--- src/core/gsc_pkg.sv ---
package gsc_pkg;
    // ========================================
    // register offsets
    localparam logic [7:0] GSC_OFS_OUT_LEVEL = 8'h0B;
    localparam logic [7:0] GSC_OFS_IN_LEVEL = 8'h0D;
    localparam logic [7:0] GSC_OFS_BLANKING = 8'h0F;
    localparam logic [7:0] GSC_OFS_SCAN_CTRL = 8'h10;
    localparam logic [7:0] GSC_OFS_MANUAL_SEL = 8'h11;

    // ========================================
    // field positions
    localparam int GSC_BLANK_MULT_BIT = 7;
    localparam int GSC_SCAN_RUN_BIT = 4;
    localparam int GSC_MULT_SHIFT = 3;

    // ========================================
    // reset values and the last channel index
    localparam logic [7:0] GSC_RST_BYTE = 8'h00;
    localparam logic [9:0] GSC_RST_BLANK = 10'h000;
    localparam logic [2:0] GSC_RST_CH = 3'h0;
    localparam logic [2:0] GSC_LAST_CH = 3'h7;

    // ========================================
    // types
    typedef enum logic [1:0] {
        GSC_MODE_MANUAL = 2'b00,
        GSC_MODE_AUTO = 2'b01,
        GSC_MODE_RSVD2 = 2'b10,
        GSC_MODE_RSVD3 = 2'b11
    } gsc_mode_e;

    typedef struct packed {
        logic [7:0] output_level_bits;
        logic blanking_multiplier_enable;
        logic [6:0] blanking_conversion_count;
        logic scan_run;
        gsc_mode_e scan_mode_select;
        logic [3:0] manual_channel_id;
    } gsc_cfg_s;

    localparam gsc_cfg_s GSC_RST_CFG = '0;
endpackage

--- src/core/gsc_regs.sv ---
`timescale 1ns/10ps
// Functional notes
// - output level register bits set each digital output: 0 low, 1 high
// - input level register reads the sampled pin level of each channel
// - after a crossing event, ignore blanking-count conversions before the next event
// - multiplier bit clear: count equals field; set: count equals field times eight
// - auto mode with scan run set steps enabled channels ascending; clear stops
// - mode 00 takes manual channel, 01 the sequencer; 10 and 11 reserved
// - manual codes 0 to 7 select inputs 0 to 7; 8 and above reserved
// - reserved bits in scan control and manual select read as zero
// - every register of the bank resets to zero
// - per-channel function bit: 0 analog input, 1 digital use
// - direction bit: 0 input, 1 output; levels drive only output channels
// - automatic scanning visits only channels set in the enable mask
module gsc_regs
    import gsc_pkg::*;
(
    // clock and reset
    input wire logic CLK,
    input wire logic RESET_N,
    // register access from the serial host logic
    input wire logic [7:0] REG_ADDR,
    input wire logic [7:0] REG_WDATA,
    input wire logic REG_WR,
    input wire logic REG_RD,
    output logic [7:0] REG_RDATA,
    output logic REG_RVALID,
    // channel configuration held elsewhere
    input wire logic [7:0] PIN_FUNC,
    input wire logic [7:0] PIN_DIR,
    input wire logic [7:0] SCAN_CHANNEL_ENABLE_MASK,
    // channel pins
    input wire logic [7:0] GPIO_IN,
    output logic [7:0] GPIO_OUT,
    output logic [7:0] GPIO_OE,
    // converter handshake
    input wire logic CONV_DONE,
    input wire logic ZC_CONV_DONE,
    input wire logic ZC_CROSSING,
    // scan and crossing results
    output logic [2:0] SCAN_CH,
    output logic SCAN_CH_VALID,
    output logic SCAN_ACTIVE,
    output logic ZC_EVENT,
    output logic ZC_BLANKING
);

    // ========================================
    // state
    gsc_cfg_s cfg_q;
    logic [7:0] sync1_q;
    logic [7:0] sync2_q;
    logic [9:0] blank_q;
    logic [9:0] blank_d;
    logic [2:0] ch_q;
    logic [2:0] ch_d;
    logic [7:0] rdata_q;
    logic rvalid_q;
    logic [7:0] out_q;
    logic [7:0] oe_q;
    logic [2:0] scan_ch_q;
    logic scan_valid_q;
    logic scan_active_q;
    logic zc_event_q;
    logic zc_blank_q;

    // ========================================
    // address decode
    wire wr_out = REG_WR && (REG_ADDR == GSC_OFS_OUT_LEVEL);
    wire wr_blank = REG_WR && (REG_ADDR == GSC_OFS_BLANKING);
    wire wr_scan = REG_WR && (REG_ADDR == GSC_OFS_SCAN_CTRL);
    wire wr_manual = REG_WR && (REG_ADDR == GSC_OFS_MANUAL_SEL);
    wire gsc_mode_e wr_mode = gsc_mode_e'(REG_WDATA[1:0]);

    // read view; reserved bits and unmapped offsets read zero
    wire [7:0] rd_blank = {cfg_q.blanking_multiplier_enable, cfg_q.blanking_conversion_count};
    wire [7:0] rd_scan = {3'h0, cfg_q.scan_run, 2'h0, cfg_q.scan_mode_select};
    wire [7:0] rd_manual = {4'h0, cfg_q.manual_channel_id};
    wire [7:0] rd_mux =
        (REG_ADDR == GSC_OFS_OUT_LEVEL) ? cfg_q.output_level_bits :
        (REG_ADDR == GSC_OFS_IN_LEVEL) ? sync2_q :
        (REG_ADDR == GSC_OFS_BLANKING) ? rd_blank :
        (REG_ADDR == GSC_OFS_SCAN_CTRL) ? rd_scan :
        (REG_ADDR == GSC_OFS_MANUAL_SEL) ? rd_manual : GSC_RST_BYTE;

    // ========================================
    // blanking count; x8 is a shift, so the widest count is 1016
    // a crossing seen while blanking is dropped, not queued for later
    wire [9:0] blank_load = cfg_q.blanking_multiplier_enable ?
        {cfg_q.blanking_conversion_count, 3'h0} :
        {3'h0, cfg_q.blanking_conversion_count};
    wire zc_fire = ZC_CONV_DONE && ZC_CROSSING && (blank_q == GSC_RST_BLANK);

    always_comb begin
        blank_d = blank_q;
        if (zc_fire) begin
            blank_d = blank_load;
        end else if (ZC_CONV_DONE && (blank_q != GSC_RST_BLANK)) begin
            blank_d = blank_q - 10'h001;
        end
    end

    // ========================================
    // scan channel selection
    // first enabled channel above cur, wrapping; mask of zero gives cur back
    // an empty mask parks the sequencer and drops valid rather than wander
    function automatic logic [2:0] next_enabled(input logic [2:0] cur, input logic [7:0] mask);
        logic [2:0] pick;
        logic [2:0] idx;
        pick = cur;
        for (int i = 8; i >= 1; i--) begin
            idx = cur + 3'(i);
            if (mask[idx]) begin
                pick = idx;
            end
        end
        return pick;
    endfunction

    wire auto_mode = (cfg_q.scan_mode_select == GSC_MODE_AUTO);
    wire manual_mode = (cfg_q.scan_mode_select == GSC_MODE_MANUAL);
    wire auto_run = auto_mode && cfg_q.scan_run;
    wire mask_any = |SCAN_CHANNEL_ENABLE_MASK;
    wire manual_ok = manual_mode && !cfg_q.manual_channel_id[3];
    wire [2:0] first_ch = next_enabled(GSC_LAST_CH, SCAN_CHANNEL_ENABLE_MASK);
    wire [2:0] step_ch = next_enabled(ch_q, SCAN_CHANNEL_ENABLE_MASK);
    wire ch_enabled = SCAN_CHANNEL_ENABLE_MASK[ch_q];

    // idle sequencer parks on the lowest enabled channel so a start begins there
    always_comb begin
        ch_d = ch_q;
        if (!auto_run || !ch_enabled) begin
            ch_d = first_ch;
        end else if (CONV_DONE) begin
            ch_d = step_ch;
        end
    end

    wire [2:0] sel_ch = manual_mode ? cfg_q.manual_channel_id[2:0] : ch_d;
    wire sel_valid = manual_ok || (auto_run && mask_any);

    // ========================================
    // configuration registers; the input level offset has no write path
    always_ff @(posedge CLK or negedge RESET_N) begin
        if (!RESET_N) begin
            cfg_q <= GSC_RST_CFG;
        end else begin
            if (wr_out) begin
                cfg_q.output_level_bits <= REG_WDATA;
            end
            if (wr_blank) begin
                cfg_q.blanking_multiplier_enable <= REG_WDATA[GSC_BLANK_MULT_BIT];
                cfg_q.blanking_conversion_count <= REG_WDATA[6:0];
            end
            if (wr_scan) begin
                cfg_q.scan_run <= REG_WDATA[GSC_SCAN_RUN_BIT];
                cfg_q.scan_mode_select <= wr_mode;
            end
            if (wr_manual) begin
                cfg_q.manual_channel_id <= REG_WDATA[3:0];
            end
        end
    end

    // ========================================
    // pin synchroniser; the level register is the second stage itself
    always_ff @(posedge CLK or negedge RESET_N) begin
        if (!RESET_N) begin
            sync1_q <= GSC_RST_BYTE;
            sync2_q <= GSC_RST_BYTE;
        end else begin
            sync1_q <= GPIO_IN;
            sync2_q <= sync1_q;
        end
    end

    // ========================================
    // read answer, one cycle after the strobe
    always_ff @(posedge CLK or negedge RESET_N) begin
        if (!RESET_N) begin
            rdata_q <= GSC_RST_BYTE;
            rvalid_q <= 1'b0;
        end else begin
            rvalid_q <= REG_RD;
            if (REG_RD) begin
                rdata_q <= rd_mux;
            end
        end
    end

    // ========================================
    // pin drive: level only on digital output channels
    always_ff @(posedge CLK or negedge RESET_N) begin
        if (!RESET_N) begin
            out_q <= GSC_RST_BYTE;
            oe_q <= GSC_RST_BYTE;
        end else begin
            out_q <= cfg_q.output_level_bits;
            oe_q <= PIN_FUNC & PIN_DIR;
        end
    end

    // ========================================
    // crossing blanking counter
    always_ff @(posedge CLK or negedge RESET_N) begin
        if (!RESET_N) begin
            blank_q <= GSC_RST_BLANK;
            zc_event_q <= 1'b0;
            zc_blank_q <= 1'b0;
        end else begin
            blank_q <= blank_d;
            zc_event_q <= zc_fire;
            zc_blank_q <= (blank_d != GSC_RST_BLANK);
        end
    end

    // ========================================
    // sequencer and channel outputs
    always_ff @(posedge CLK or negedge RESET_N) begin
        if (!RESET_N) begin
            ch_q <= GSC_RST_CH;
            scan_ch_q <= GSC_RST_CH;
            scan_valid_q <= 1'b0;
            scan_active_q <= 1'b0;
        end else begin
            ch_q <= ch_d;
            scan_ch_q <= sel_ch;
            scan_valid_q <= sel_valid;
            scan_active_q <= auto_run && mask_any;
        end
    end

    assign REG_RDATA = rdata_q;
    assign REG_RVALID = rvalid_q;
    assign GPIO_OUT = out_q;
    assign GPIO_OE = oe_q;
    assign SCAN_CH = scan_ch_q;
    assign SCAN_CH_VALID = scan_valid_q;
    assign SCAN_ACTIVE = scan_active_q;
    assign ZC_EVENT = zc_event_q;
    assign ZC_BLANKING = zc_blank_q;
endmodule

--- config.mk ---
export PLATFORM = sky130hd
export DESIGN_NAME = gsc_regs
export DESIGN_NICKNAME = d
export VERILOG_FILES = /design/src/core/gsc_pkg.sv /design/src/core/gsc_regs.sv
export SDC_FILE = /design/constraint.sdc
export NUM_CORES = 1
export LEC_CHECK = 0
export ABC_CLOCK_PERIOD_IN_PS = 3700
export CORE_UTILIZATION = 40
export DETAILED_ROUTE_END_ITERATION = 7
export DONT_BUFFER_PORTS = 1
export HOLD_SLACK_MARGIN = 0.05
export PLACE_DENSITY_LB_ADDON = 0.1
export SYNTH_ARGS = -nofsm -noshare
export SYNTH_HDL_FRONTEND = slang
export SYNTH_SLANG_ARGS = --single-unit
--- constraint.sdc ---
create_clock -name CLK -period 3.7 [get_ports CLK]
set_input_delay 1.11 -clock CLK [delete_from_list [all_inputs] [get_ports CLK]]
set_output_delay 1.11 -clock CLK [all_outputs]
set_load 0.05 [all_outputs]
Yosys cells after proc, flatten, opt, wreduce, memory -nomap -nowiden
Index checks and enable logic that the tools add are counted.
W data, S select, Z words.
{"block": "totals", "inputBits": 55, "output_inout_bits": 32, "wordCells": 103, "regBits": 84}
{"block": "classes", "eq_ne": 6, "bitwise": 1, "muxes": 41, "magnitude_cmp": 8, "n_reduce_logical": 20, "add_sub_neg": 8}
{"cell": "$mux W3", "n": 14}
{"cell": "$lt A3 B4 Y1 const B", "n": 8}
{"cell": "$mux W10", "n": 3}
{"cell": "$bmux W1 S3", "n": 8}
{"cell": "$eq A8 B4 Y1 const B", "n": 3}
{"cell": "$mux W8", "n": 3}
{"cell": "$reduce_bool A10 Y1", "n": 2}
{"cell": "$eq A8 B5 Y1 const B", "n": 2}
{"cell": "$add A3 B3 Y3 const B", "n": 4}
{"cell": "$logic_and A1 B1 Y1", "n": 10}
{"cell": "$logic_not A10 Y1", "n": 1}
{"cell": "$sub A10 B1 Y10 const B", "n": 1}
{"cell": "$mux W1", "n": 9}
{"cell": "$and A8 B8 Y8", "n": 1}
{"cell": "$reduce_or A8 Y1", "n": 1}
{"cell": "$add A3 B2 Y3 const B", "n": 2}
{"cell": "$mux W5", "n": 1}
{"cell": "$mux W2", "n": 2}
{"cell": "$mux W4", "n": 1}
{"cell": "$add A3 B1 Y3 const B", "n": 1}
{"cell": "$logic_not A1 Y1", "n": 3}
{"cell": "$eq A2 B1 Y1 const B", "n": 1}
{"cell": "$logic_not A2 Y1", "n": 1}
{"cell": "$logic_or A1 B1 Y1", "n": 2}

Depth between registers and ports, before layout
Gate-level depths: netlist of run 1.
{"block": "logic_depth", "depth_word": 13, "depth_mapped": 12, "ltp_nobuf": 9}

Worst setup path before layout of run 1
OpenSTA, ideal clock, no wires.
{"block": "synth_timing", "path_type": "register to register", "from": "register ch_q[0]", "to": "register scan_ch_q[0] (netlist: SCAN_CH[0])", "synth_period_minus_slack_ns": 3.490, "setup_ns": 0.082, "slack_ns": 0.210, "path_buffers": 3, "arrival_ns": 3.408, "stages_incl_launch_ff": 12, "required_time_ns": 3.618, "path_cell_list": "dfrtp_1 -> clkbuf_1 -> clkbuf_1 -> inv_1 -> ha_1 -> clkbuf_1 -> mux4_2 -> mux2_2 -> inv_1 -> o311ai_0 -> o41a_1 -> a31oi_1"}
{"block": "synth_between", "elab_chain_cells": 13, "elab_cells_between_ends": 35, "cone_classes": "7 x add/sub; 26 x mux; 2 x reduce/logical"}
{"element": "from (decl)", "line": "gsc_regs.sv:55", "source": "logic [2:0] ch_q;"}
{"element": "from (signal assigned)", "line": "gsc_regs.sv:226", "source": "ch_q <= ch_d;"}
{"element": "$add A3 B3 Y3", "line": "gsc_regs.sv:112", "source": "idx = cur + 3'(i);"}
{"element": "$bmux W1 S3", "line": "gsc_regs.sv:113", "source": "if (mask[idx]) begin"}
{"element": "$mux W1 (implied by the code)", "line": "gsc_regs.sv:113"}
{"element": "$mux W3 (7 in a row)", "line": "gsc_regs.sv:113"}
{"element": "$mux W3", "line": "gsc_regs.sv:134", "source": "end else if (CONV_DONE) begin"}
{"element": "$mux W3 *", "line": "gsc_regs.sv:132", "source": "if (!auto_run || !ch_enabled) begin"}
{"element": "$mux W3 *", "line": "gsc_regs.sv:139", "source": "wire [2:0] sel_ch = manual_mode ? cfg_q.manual_channel_id[2:0] : ch_d;"}
{"element": "named net sel_ch[0]", "line": "gsc_regs.sv:139"}
{"element": "to (signal assigned)", "line": "gsc_regs.sv:227", "source": "scan_ch_q <= sel_ch;"}
{"element": "to (decl)", "line": "gsc_regs.sv:61", "source": "logic [2:0] scan_ch_q;"}
Mark *: on every way through the listed nets, which the timed path passes. The rest lies on a longest branch. The select of a mux whose other input is x is not followed.
A chain may end at the register's enable or synchronous reset.

Final worst setup path of run 1
{"block": "layout_timing", "from": "register blank_q[4]", "to": "register zc_blank_q (netlist: ZC_BLANKING)"}
{"block": "layout_between", "elab_chain_cells": 5, "elab_cells_between_ends": 8, "cone_classes": "1 x add/sub; 2 x mux; 5 x reduce/logical"}
{"element": "from (decl)", "line": "gsc_regs.sv:53", "source": "logic [9:0] blank_q;"}
{"element": "from (signal assigned)", "line": "gsc_regs.sv:211", "source": "blank_q <= blank_d;"}
{"element": "branches (longest 3 deep; another with $sub A10 B1 Y10)"}
{"element": "$mux W10 *", "line": "gsc_regs.sv:96", "source": "if (zc_fire) begin"}
{"element": "named net blank_d[6]", "line": "gsc_regs.sv:54", "source": "logic [9:0] blank_d;"}
{"element": "$reduce_bool A10 Y1 *", "line": "gsc_regs.sv:213", "source": "zc_blank_q <= (blank_d != GSC_RST_BLANK);"}
{"element": "to (signal assigned)", "line": "gsc_regs.sv:213"}
{"element": "to (decl)", "line": "gsc_regs.sv:65", "source": "logic zc_blank_q;"}
Mark *: on every way through the listed nets, which the timed path passes.

==> results of run 1 <==
==> cell families (layout without fill, tap and decap cells) <==
family / Yosys count / count (layout) / share of synthesized area (%)
flops: 84 / 84 / 50.09
buf+inv: 38 / 46 / 3.399
simple gates: 107 / 107 / 13.30
mux: 59 / 59 / 16.85
fa+ha+maj: 4 / 4 / 1.193
compound gates: 86 / 86 / 13.51
xor+xnor: 8 / 8 / 1.670
==> per-layer routing <==
layer | track usage, % | up-vias
li1 | - | 1414
met1 | 24.25 | 1410
met2 | 28.33 | 90
met3 | 4.323 | 15
met4 | 8.776 | 0
met5 | 0 | -
==> cells in the mapped netlist, types with 8 or more instances <==
cell      instances  share of area [%]
a21oi_1          24                2.9
inv_1            24                2.1
and2_1           10                1.5
nand3_1           8               0.95
mux2_2           33                8.9
nor2_1           24                2.1
o21ai_0          16                1.9
mux2i_1          20                4.8
dfrtp_1          84                 50
clkbuf_1         14                1.3
nand2_1          26                2.3
==> sequential cells by signal, summed over array words and instances, names as in the netlist, 3 cells and up <==
name,count
GPIO_OE,8
GPIO_OUT,8
REG_RDATA,8
SCAN_CH,3
blank_q,10
cfg_q,23
ch_q,3
sync1_q,8
sync2_q,8
==> power by group <==
| group | leakage (nW) | total [mW] | internal [mW] | switching, mW |
|---|---|---|---|---|
| clock network | 0.110 | 0.723 | 0.383 | 0.340 |
| logic | 0.780 | 0.373 | 0.179 | 0.195 |
| registers | 1.08 | 1.16 | 1.01 | 0.151 |
==> how the worst max path moves through the flow <==
stage                 startpoint           to  depth (start not counted)
finish                blank_q[4]  ZC_BLANKING                          7
global route             ch_q[1]   SCAN_CH[2]                          9
CTS                   blank_q[4]  ZC_BLANKING                          7
detailed placement  ZC_CONV_DONE  ZC_BLANKING                          7
global placement    ZC_CONV_DONE  ZC_BLANKING                          7
floorplan                ch_q[0]   SCAN_CH[0]                         11
==> stage by stage <==
step	util (%)	setup WS, ns	area, µm²	instances	hold slack [ns]
after floorplan	-	0.2104	4197	386	0.3312
after global placement	42.61	0.4475	4359	514	0.3336
after detailed placement	42.61	0.4415	4359	514	0.3347
after CTS	44.78	0.7682	4582	530	0.3539
after global routing	44.78	0.6116	4582	530	0.3616
final	44.78	0.7649	4582	530	0.3532
==> cell type report <==
type / count / share of cell area, %
flip-flops and latches: 84 / 45.88
multi-input cells: 264 / 42.60
well taps: 136 / 3.714
clock buffers: 9 / 2.703
clock inverters: 7 / 2.157
inverters: 24 / 1.966
repair buffers: 6 / 0.9831
==> Flow_metrics.wiki, run 1 <==
{| class="wikitable"
! Metric !! Value
|-
| Category of the critical setup timing path || register to register
|-
| Height of the chip || 104.4 µm
|-
| Residual overflow from global routing || 0
|-
| FF-to-FF End || ZC_BLANKING
|-
| Floorplan die area || 10,900 µm²
|-
| End point of the worst hold path || sync2_q[3]
|-
| Number of library cell types mapped by synthesis || 53
|-
| Total wire length after detailed routing || 9320 µm
|-
| Mapped Nets || 445
|-
| Critical path launch point type || register
|-
| Total leakage power || 1.972 nW
|-
| Via count of the first global-routing pass || 3,051
|-
| Clock network latency to the later pin of the worst-skew pair || 0.36 ns
|-
| CTS Sinks || 84
|-
| DRC violations left || 0
|-
| Multi-input logic area || 1952 µm²
|-
| First-pass detailed-route iteration total || 4
|-
| Total via count in the routed design || 2,929
|-
| Detailed-routing wirelength on met1 || 4299 µm
|-
| Async SR Flop Fraction || 100.0%
|-
| Hold path start || sync1_q[3]
|-
| Number of routed nets with antenna violations || 0
|-
| Achievable clock frequency || 340.7 MHz
|-
| Total of max-cap violations || 0
|-
| Final total power || 2.256 mW
|-
| Root buffer selected by CTS || clkbuf_8
|-
| Cell area after synthesis || 4197 µm²
|-
| CP Max Fanout || 5
|-
| Final count of pins violating max slew || 0
|-
| GP Congestion || 0.8698
|-
| Cell row count || 37
|-
| Total buffers and inverters traversed by the critical path || 0
|-
| Sequential-to-total area share from yosys stat || 50.09%
|-
| Synth-to-layout area growth || 9.183%
|-
| Reg area || 2102 µm²
|-
| Most common cell after layout, fill and taps aside || dfrtp_1
|-
| Cell depth of the worst min-delay path || 0
|-
| Setup Fix Bufs, Post-CTS || 0
|-
| Transition time at the pin with the least slew margin || 0.6511 ns
|-
| Detailed route wirelength on metal2 || 4293 µm
|-
| Worst IR drop on VDD || 0.2698 mV
|-
| Number of violations reported at the end of detailed-routing iteration 0 || 107
|-
| Top library cells by usage in the layout, fill and taps aside || dfrtp_1 (84), mux2_2 (33), nand2_1 (26)
|-
| Sort of element at the end of the critical path || register
|-
| Global-route usage over all layers || 18.34%
|-
| Fraction of final layout cells with drive strength greater than 1 || 17.51%
|-
| Antenna violations before repair || 0
|-
| Register clock-pin slew on the reported worst setup and hold paths || 0.08 ns
|-
| Worst reg2reg path startpoint || blank_q[4]
|-
| Result of the run || completed
|-
| Final setup viols || 0
|-
| Setup clock skew after layout || 0.01157 ns
|-
| Number of buffers created by CTS || 9
|-
| Global-route wire length before repair || 15,600 µm
|-
| Total negative slack for setup checks || 0 ns
|-
| Post-Syn Area per Cell || 10.87 µm²
|-
| Predominant post-synthesis flop cell || dfrtp_1
|-
| Number of buffers inserted by port buffering || 0
|-
| Synthesis-stage register bit count || 84
|-
| Maximum clock path buffer count || 2
|-
| Synthesized netlist cell count || 386
|-
| Unrepaired setup endpoints after global routing || no
|-
| Post-CTS sizing || 0
|-
| Library cell contributing the largest single delay on the critical path || or4_4
|-
| Data arrival at the endpoint of the critical path || 3.17 ns
|-
| Power density over the cells || 492.3 nW/µm²
|-
| Final nets || 448
|-
| Number of buffers added to fix hold violations after cts || 0
|-
| Final min period || 2.935 ns
|-
| Post-synth EDFFs || 0
|-
| Via-per-instance ratio || 5.526
|-
| Total met3 wirelength after detailed routing || 537 µm
|-
| Top-level I/O count || 87
|-
| Post-detail-place hpwl || 6785 µm
|-
| # fillers || 983
|-
| Warning count from the yosys run || 0
|-
| Worst hold path type || register to register
|-
| Total number of H-tree levels || 3
|-
| Number of failing hold endpoints at the final stage || 0
|-
| Pin count of the biggest net entering global routing || 85
|-
| Endpoint required time on the critical path || 3.93 ns
|-
| Register-to-Register Setup Slack || 0.76 ns
|-
| Initial Util || 41.02%
|-
| Highest signal layer in the routed design || met4
|-
| Kind of cell with the highest combined delay on the critical path || simple AND/OR/NAND/NOR gates
|-
| Depth of the most critical reg-to-reg path || 7
|-
| Ratio of final minimum period to clock period || 79.33%
|-
| Normalized max-slew margin || 56.59%
|-
| Clock tree from TritonCTS || done
|-
| CORE AREA || 10,230 µm²
|-
| Antenna Diode Count || 0
|-
| Floorplan die width || 104.4 µm
|-
| Wirelength per Cell || 17.58 µm
|-
| Cell-by-cell listing of the critical path || or3_4 -> or4_4 -> nand4_1 -> xor2_1 -> o21ai_0 -> or4b_1 -> or4_1
|-
| Worst path max stage delay || 0.56 ns
|}
(Power assumes the default switching activity.)
==> inputs of run 2 (changes only) <==
--- a/config.mk
+++ b/config.mk
@@ -5,7 +5,7 @@
 export SDC_FILE = /design/constraint.sdc
 export NUM_CORES = 1
 export LEC_CHECK = 0
-export ABC_CLOCK_PERIOD_IN_PS = 3700
+export ABC_CLOCK_PERIOD_IN_PS = 2700
 export CORE_UTILIZATION = 40
 export DETAILED_ROUTE_END_ITERATION = 7
 export DONT_BUFFER_PORTS = 1
==> constraint.sdc (replaced) <==
create_clock -name CLK -period 2.7 [get_ports CLK]
set_input_delay 0.81 -clock CLK [delete_from_list [all_inputs] [get_ports CLK]]
set_output_delay 0.81 -clock CLK [all_outputs]
set_load 0.05 [all_outputs]
==> Flow_metrics.wiki, run 2 (synthesis gave the netlist of run 1 again) <==
{| class="wikitable"
! Metric !! Value
|-
| Pin count of the biggest net entering global routing || 85
|-
| Top-level I/O count || 87
|-
| Initial Util || 41.02%
|-
| Global-route usage over all layers || 18.50%
|-
| Final nets || 472
|-
| Cell area after placement || 4564 µm²
|-
| Synth-to-layout area growth || 15.47%
|-
| Floorplan die area || 10,900 µm²
|-
| Fraction of final layout cells with drive strength greater than 1 || 25.36%
|-
| Unrepaired setup endpoints after global routing || yes
|-
| Antenna violations before repair || 0
|-
| Total via count in the routed design || 3,090
|-
| Total of max-cap violations || 0
|-
| Via-per-instance ratio || 5.578
|-
| Total leakage power || 2.095 nW
|-
| Number of failing hold endpoints at the final stage || 0
|-
| DRC violations left || 0
|-
| Register clock-pin slew on the reported worst setup and hold paths || 0.09 ns
|-
| Power density over the cells || 688.5 nW/µm²
|-
| Total number of H-tree levels || 3
|-
| FF-to-FF End || ZC_BLANKING
|-
| CP Max Fanout || 5
|-
| CORE AREA || 10,230 µm²
|-
| Data arrival at the endpoint of the critical path || 3.00 ns
|-
| Number of routed nets with antenna violations || 0
|-
| Endpoint required time on the critical path || 2.92 ns
|-
| Worst reg2reg path startpoint || blank_q[7]
|-
| First-pass detailed-route iteration total || 5
|-
| Worst hold path type || input port to async pin
|-
| Category of the critical setup timing path || register to register
|-
| Critical path launch point type || register
|-
| Number of violations reported at the end of detailed-routing iteration 0 || 161
|-
| Depth of the most critical reg-to-reg path || 7
|-
| Cell row count || 37
|-
| Register name with the most flops || cfg_q
|-
| Sort of element at the end of the critical path || register
|-
| Final setup viols || 1
|-
| Setup clock skew after layout || 0.01306 ns
|-
| Area of all placed cells without fillers || 4846 µm²
|-
| Critical path origin || blank_q[7]
|-
| Final min period || 2.784 ns
|-
| Violated checks || setup timing
|-
| Leading registers by flop count || cfg_q: 23 flops, blank_q: 10 flops
|-
| Normalized max-slew margin || 66.90%
|-
| Most common cell after layout, fill and taps aside || dfrtp_1
|-
| Final count of pins violating max slew || 0
|-
| End-of-flow core utilization || 47.36%
|-
| Final total power || 3.336 mW
|-
| Wirelength per Cell || 17.29 µm
|-
| Residual overflow from global routing || 0
|-
| Global-route wire length before repair || 15,770 µm
|-
| Largest register FFs || 23
|-
| Worst setup endpoint || ZC_BLANKING
|-
| Post-detail-place hpwl || 7033 µm
|-
| Maximum clock path buffer count || 2
|-
| Achievable clock frequency || 359.2 MHz
|-
| Total negative slack for setup checks || -0.08374 ns
|-
| Number of buffers created by CTS || 9
|-
| Register-to-Register Setup Slack || -0.08 ns
|-
| Transition time at the pin with the least slew margin || 0.4965 ns
|-
| Via count of the first global-routing pass || 3,041
|-
| Result of the run || finished with violations
|-
| Antenna Diode Count || 0
|-
| Root buffer selected by CTS || clkbuf_8
|-
| GP Congestion || 0.8760
|-
| Clock network latency to the later pin of the worst-skew pair || 0.36 ns
|-
| Total wire length after detailed routing || 9578 µm
|-
| Floorplan die width || 104.4 µm
|-
| Final worst-path setup slack || -0.08374 ns
|-
| Top library cells by usage in the layout, fill and taps aside || dfrtp_1 (83), mux2_2 (32), buf_4 (30)
|-
| Worst IR drop on VDD || 0.3321 mV
|-
| CTS Sinks || 84
|-
| Number of buffers inserted by port buffering || 0
|-
| Height of the chip || 104.4 µm
|-
| # fillers || 941
|-
| Clock tree from TritonCTS || done
|-
| Ratio of final minimum period to clock period || 103.1%
|}
[run 2: cell count changes in the layout (fill, tap and decap cells not counted), moves of 2 or more]
cell,before,now
mux2i_1,20,18
ha_1,4,2
o21ai_1,1,3
buf_4,6,30
nor4_1,6,4
inv_1,24,22
inv_2,0,2
o21ai_0,16,14
[run 2: worst min path at each step]
stage,end,slack (ns),depth (start not counted)
final,ZC_EVENT,0.14,0
after global routing,ZC_EVENT,0.11,0
after CTS,ZC_EVENT,0.12,0
after detailed placement,sync2_q[2],0.33,0
after global placement,sync2_q[6],0.33,0
after floorplan,sync2_q[0],0.33,0
[run 2: per-stage QoR]
stage               setup WS (ns)  instances  hold slack [ns]
floorplan                -0.02205        386           0.3312
CTS                      -0.02771        554           0.1209
detailed placement        -0.1400        537           0.3347
global route              -0.1794        554           0.1097
global placement          -0.1372        537           0.3341
finish                   -0.08374        554           0.1355
[run 2: critical path: stages (launching register included)]
cell and delay, ns:
dfrtp_1 0.38, or3_4 0.39, or4_4 0.53, nand4_1 0.12
xor2_1 0.17, o21ai_1 0.11, or4b_1 0.53, or4_1 0.42
[run 2: repair_timing]
item,4_1_cts,5_1_grt
setup buffers,1,0
endpoints found under the setup margin,2,5
gates cloned,0,0
gates resized for setup,3,10
hold buffers,0,0
pin swaps,2,1
[run 2: metal layers]
metal / global-route usage (%) / vias to the layer above / routed length (µm)
met1: 25.44 / 1493 / 4321
met2: 27.91 / 107 / 4375
met3: 5.388 / 21 / 700
li1: - / 1469 / -
met5: 0 / - / 0
met4: 6.224 / 0 / 179
[run 2: area by class of cell]
type,count,area [µm²],area share [%]
clock buffers,9,123.9,2.556
clock inverters,7,98.84,2.040
inverters,24,90.09,1.859
multi-input cells,264,2034,41.98
flip-flops and latches,84,2103,43.40
well taps,136,170.2,3.511
repair buffers,30,225.2,4.648
[run 2: power breakdown]
group / switching (mW) / internal, mW
Sequential: 0.164 / 1.38
Clock: 0.478 / 0.526
Combinational: 0.382 / 0.405
==> inputs of run 3 (changes only) <==
--- a/config.mk
+++ b/config.mk
@@ -10,7 +10,7 @@
 export DETAILED_ROUTE_END_ITERATION = 7
 export DONT_BUFFER_PORTS = 1
 export HOLD_SLACK_MARGIN = 0.05
-export PLACE_DENSITY_LB_ADDON = 0.1
+export PLACE_DENSITY = 0.52
 export SYNTH_ARGS = -nofsm -noshare
 export SYNTH_HDL_FRONTEND = slang
 export SYNTH_SLANG_ARGS = --single-unit
==> Flow_metrics.wiki, run 3 (synthesis gave the netlist of run 1 again) <==
{| class="wikitable"
! Metric !! Value
|-
| Final min period || 2.792 ns
|-
| Depth of the most critical reg-to-reg path || 7
|-
| First-pass detailed-route iteration total || 5
|-
| Largest register FFs || 23
|-
| Final worst-path setup slack || -0.09214 ns
|-
| Antenna violations before repair || 0
|-
| Cell row count || 37
|-
| Critical path origin || blank_q[7]
|-
| Register name with the most flops || cfg_q
|-
| CTS Sinks || 84
|-
| Height of the chip || 104.4 µm
|-
| Antenna Diode Count || 0
|-
| DRC violations left || 0
|-
| Total number of H-tree levels || 3
|-
| Achievable clock frequency || 358.1 MHz
|-
| Result of the run || finished with violations
|-
| Total wire length after detailed routing || 9709 µm
|-
| Final total power || 3.228 mW
|-
| Number of violations reported at the end of detailed-routing iteration 0 || 155
|-
| Number of buffers inserted by port buffering || 0
|-
| Worst setup endpoint || ZC_BLANKING
|-
| CORE AREA || 10,230 µm²
|-
| Total leakage power || 2.089 nW
|-
| Number of buffers created by CTS || 9
|-
| Data arrival at the endpoint of the critical path || 3.02 ns
|-
| Total of max-cap violations || 0
|-
| Clock tree from TritonCTS || done
|-
| Via count of the first global-routing pass || 3,124
|-
| Register clock-pin slew on the reported worst setup and hold paths || 0.09 ns
|-
| Library cell contributing the largest single delay on the critical path || or4_4
|-
| Via-per-instance ratio || 5.587
|-
| Total negative slack for setup checks || -0.09214 ns
|-
| Residual overflow from global routing || 0
|-
| CP Max Fanout || 5
|-
| Fraction of final layout cells with drive strength greater than 1 || 24.64%
|-
| Number of buffers added to fix hold violations after cts || 0
|-
| Root buffer selected by CTS || clkbuf_8
|-
| Post-detail-place hpwl || 7160 µm
|-
| Top-level I/O count || 87
|-
| End-of-flow core utilization || 47.05%
|-
| Number of routed nets with antenna violations || 0
|-
| Worst hold path type || input port to async pin
|-
| Global-route usage over all layers || 18.95%
|-
| Unrepaired setup endpoints after global routing || yes
|-
| Endpoint required time on the critical path || 2.93 ns
|-
| Wirelength per Cell || 17.53 µm
|-
| Clock network latency to the later pin of the worst-skew pair || 0.35 ns
|-
| Most common cell after layout, fill and taps aside || dfrtp_1
|-
| Worst reg2reg path startpoint || blank_q[7]
|-
| Top library cells by usage in the layout, fill and taps aside || dfrtp_1 (83), mux2_2 (32), buf_4 (31)
|-
| Power density over the cells || 670.7 nW/µm²
|-
| Global-route wire length before repair || 16,040 µm
|-
| Initial Util || 41.02%
|-
| Pin count of the biggest net entering global routing || 85
|-
| FF-to-FF End || ZC_BLANKING
|-
| Worst path max stage delay || 0.57 ns
|-
| Sort of element at the end of the critical path || register
|-
| Final setup viols || 1
|-
| Floorplan die width || 104.4 µm
|-
| Setup clock skew after layout || 0.009841 ns
|-
| Violated checks || setup timing
|-
| Total via count in the routed design || 3,095
|-
| Category of the critical setup timing path || register to register
|-
| GP Congestion || 0.8711
|-
| Leading registers by flop count || cfg_q: 23 flops, blank_q: 10 flops
|-
| Register-to-Register Setup Slack || -0.09 ns
|-
| Critical path launch point type || register
|-
| Maximum clock path buffer count || 2
|-
| Floorplan die area || 10,900 µm²
|-
| Transition time at the pin with the least slew margin || 0.5054 ns
|-
| Cell-by-cell listing of the critical path || or3_4 -> or4_4 -> nand4_1 -> xor2_1 -> o21ai_1 -> or4b_1 -> or4_1
|-
| Ratio of final minimum period to clock period || 103.4%
|-
| Final count of pins violating max slew || 0
|-
| Normalized max-slew margin || 66.30%
|-
| Number of failing hold endpoints at the final stage || 0
|-
| Synth-to-layout area growth || 14.70%
|-
| Final nets || 473
|-
| Worst IR drop on VDD || 0.3781 mV
|}
## run 3: cell types whose count changed in the layout (fill, tap and decap cells not counted), sizes merged
| cell | delta |
|---|---|
| clkbuf | +1 |
| bufinv | -1 |
| clkinv | -1 |
| buf | +1 |
## run 3: routing by layer
layer / track usage, % / vias to the layer above / wire length (µm)
met3: 5.890 / 11 / 677
li1: - / 1466 / -
met5: 0 / - / 0
met4: 6.939 / 0 / 131
met1: 25.82 / 1507 / 4455
met2: 28.33 / 111 / 4445
## run 3: area by class of cell
type,count,area (µm²)
timing repair buffer,31,232.7
tap,136,170.2
fill,960,5418
sequential,84,2103
multi-input combinational,264,2019
inverter,24,90.09
clock buffer,10,137.6
clock inverter,5,60.06
## run 3: metrics by stage
step / setup WS (ns) / cells / hold WS, ns / cell area (µm²)
finish: -0.09214 / 554 / 0.1395 / 4813
global route: -0.1844 / 554 / 0.1111 / 4813
CTS: -0.06827 / 554 / 0.1113 / 4785
detailed placement: -0.1469 / 538 / 0.3371 / 4572
global placement: -0.1323 / 538 / 0.3337 / 4572
floorplan: -0.02205 / 386 / 0.3312 / 4259
## run 3: where the power goes
part           switching [mW]  leakage, nW  internal, mW
Clock                   0.443       0.0987         0.451
Combinational           0.383        0.909         0.406
Sequential              0.165         1.08          1.38
Total                   0.990         2.09          2.24
## run 3: how the worst min path moves through the flow
stage | startpoint | end | slack, ns | cells past startpoint
global route | RESET_N | ZC_EVENT | 0.11 | 0
global placement | sync1_q[6] | sync2_q[6] | 0.33 | 0
finish | RESET_N | ZC_EVENT | 0.14 | 0
CTS | RESET_N | ZC_BLANKING | 0.11 | 0
detailed placement | sync1_q[3] | sync2_q[3] | 0.34 | 0
floorplan | sync1_q[0] | sync2_q[0] | 0.33 | 0
## run 3: critical path, delay by kind of cell (launching register included)
kind	cells	cell delay [ns]
AOI/OAI and AO/OA	1	0.12
xor gates and xnor gates	1	0.17
DFF	1	0.38
and+or+nand+nor	5	1.99
## run 3: what timing repair did
action,4_1_cts,5_1_grt
resized for setup,3,6
buffers inserted,1,0
setup endpoints to repair,2,5
pin swaps,3,0
endpoints found under the hold margin,0,0
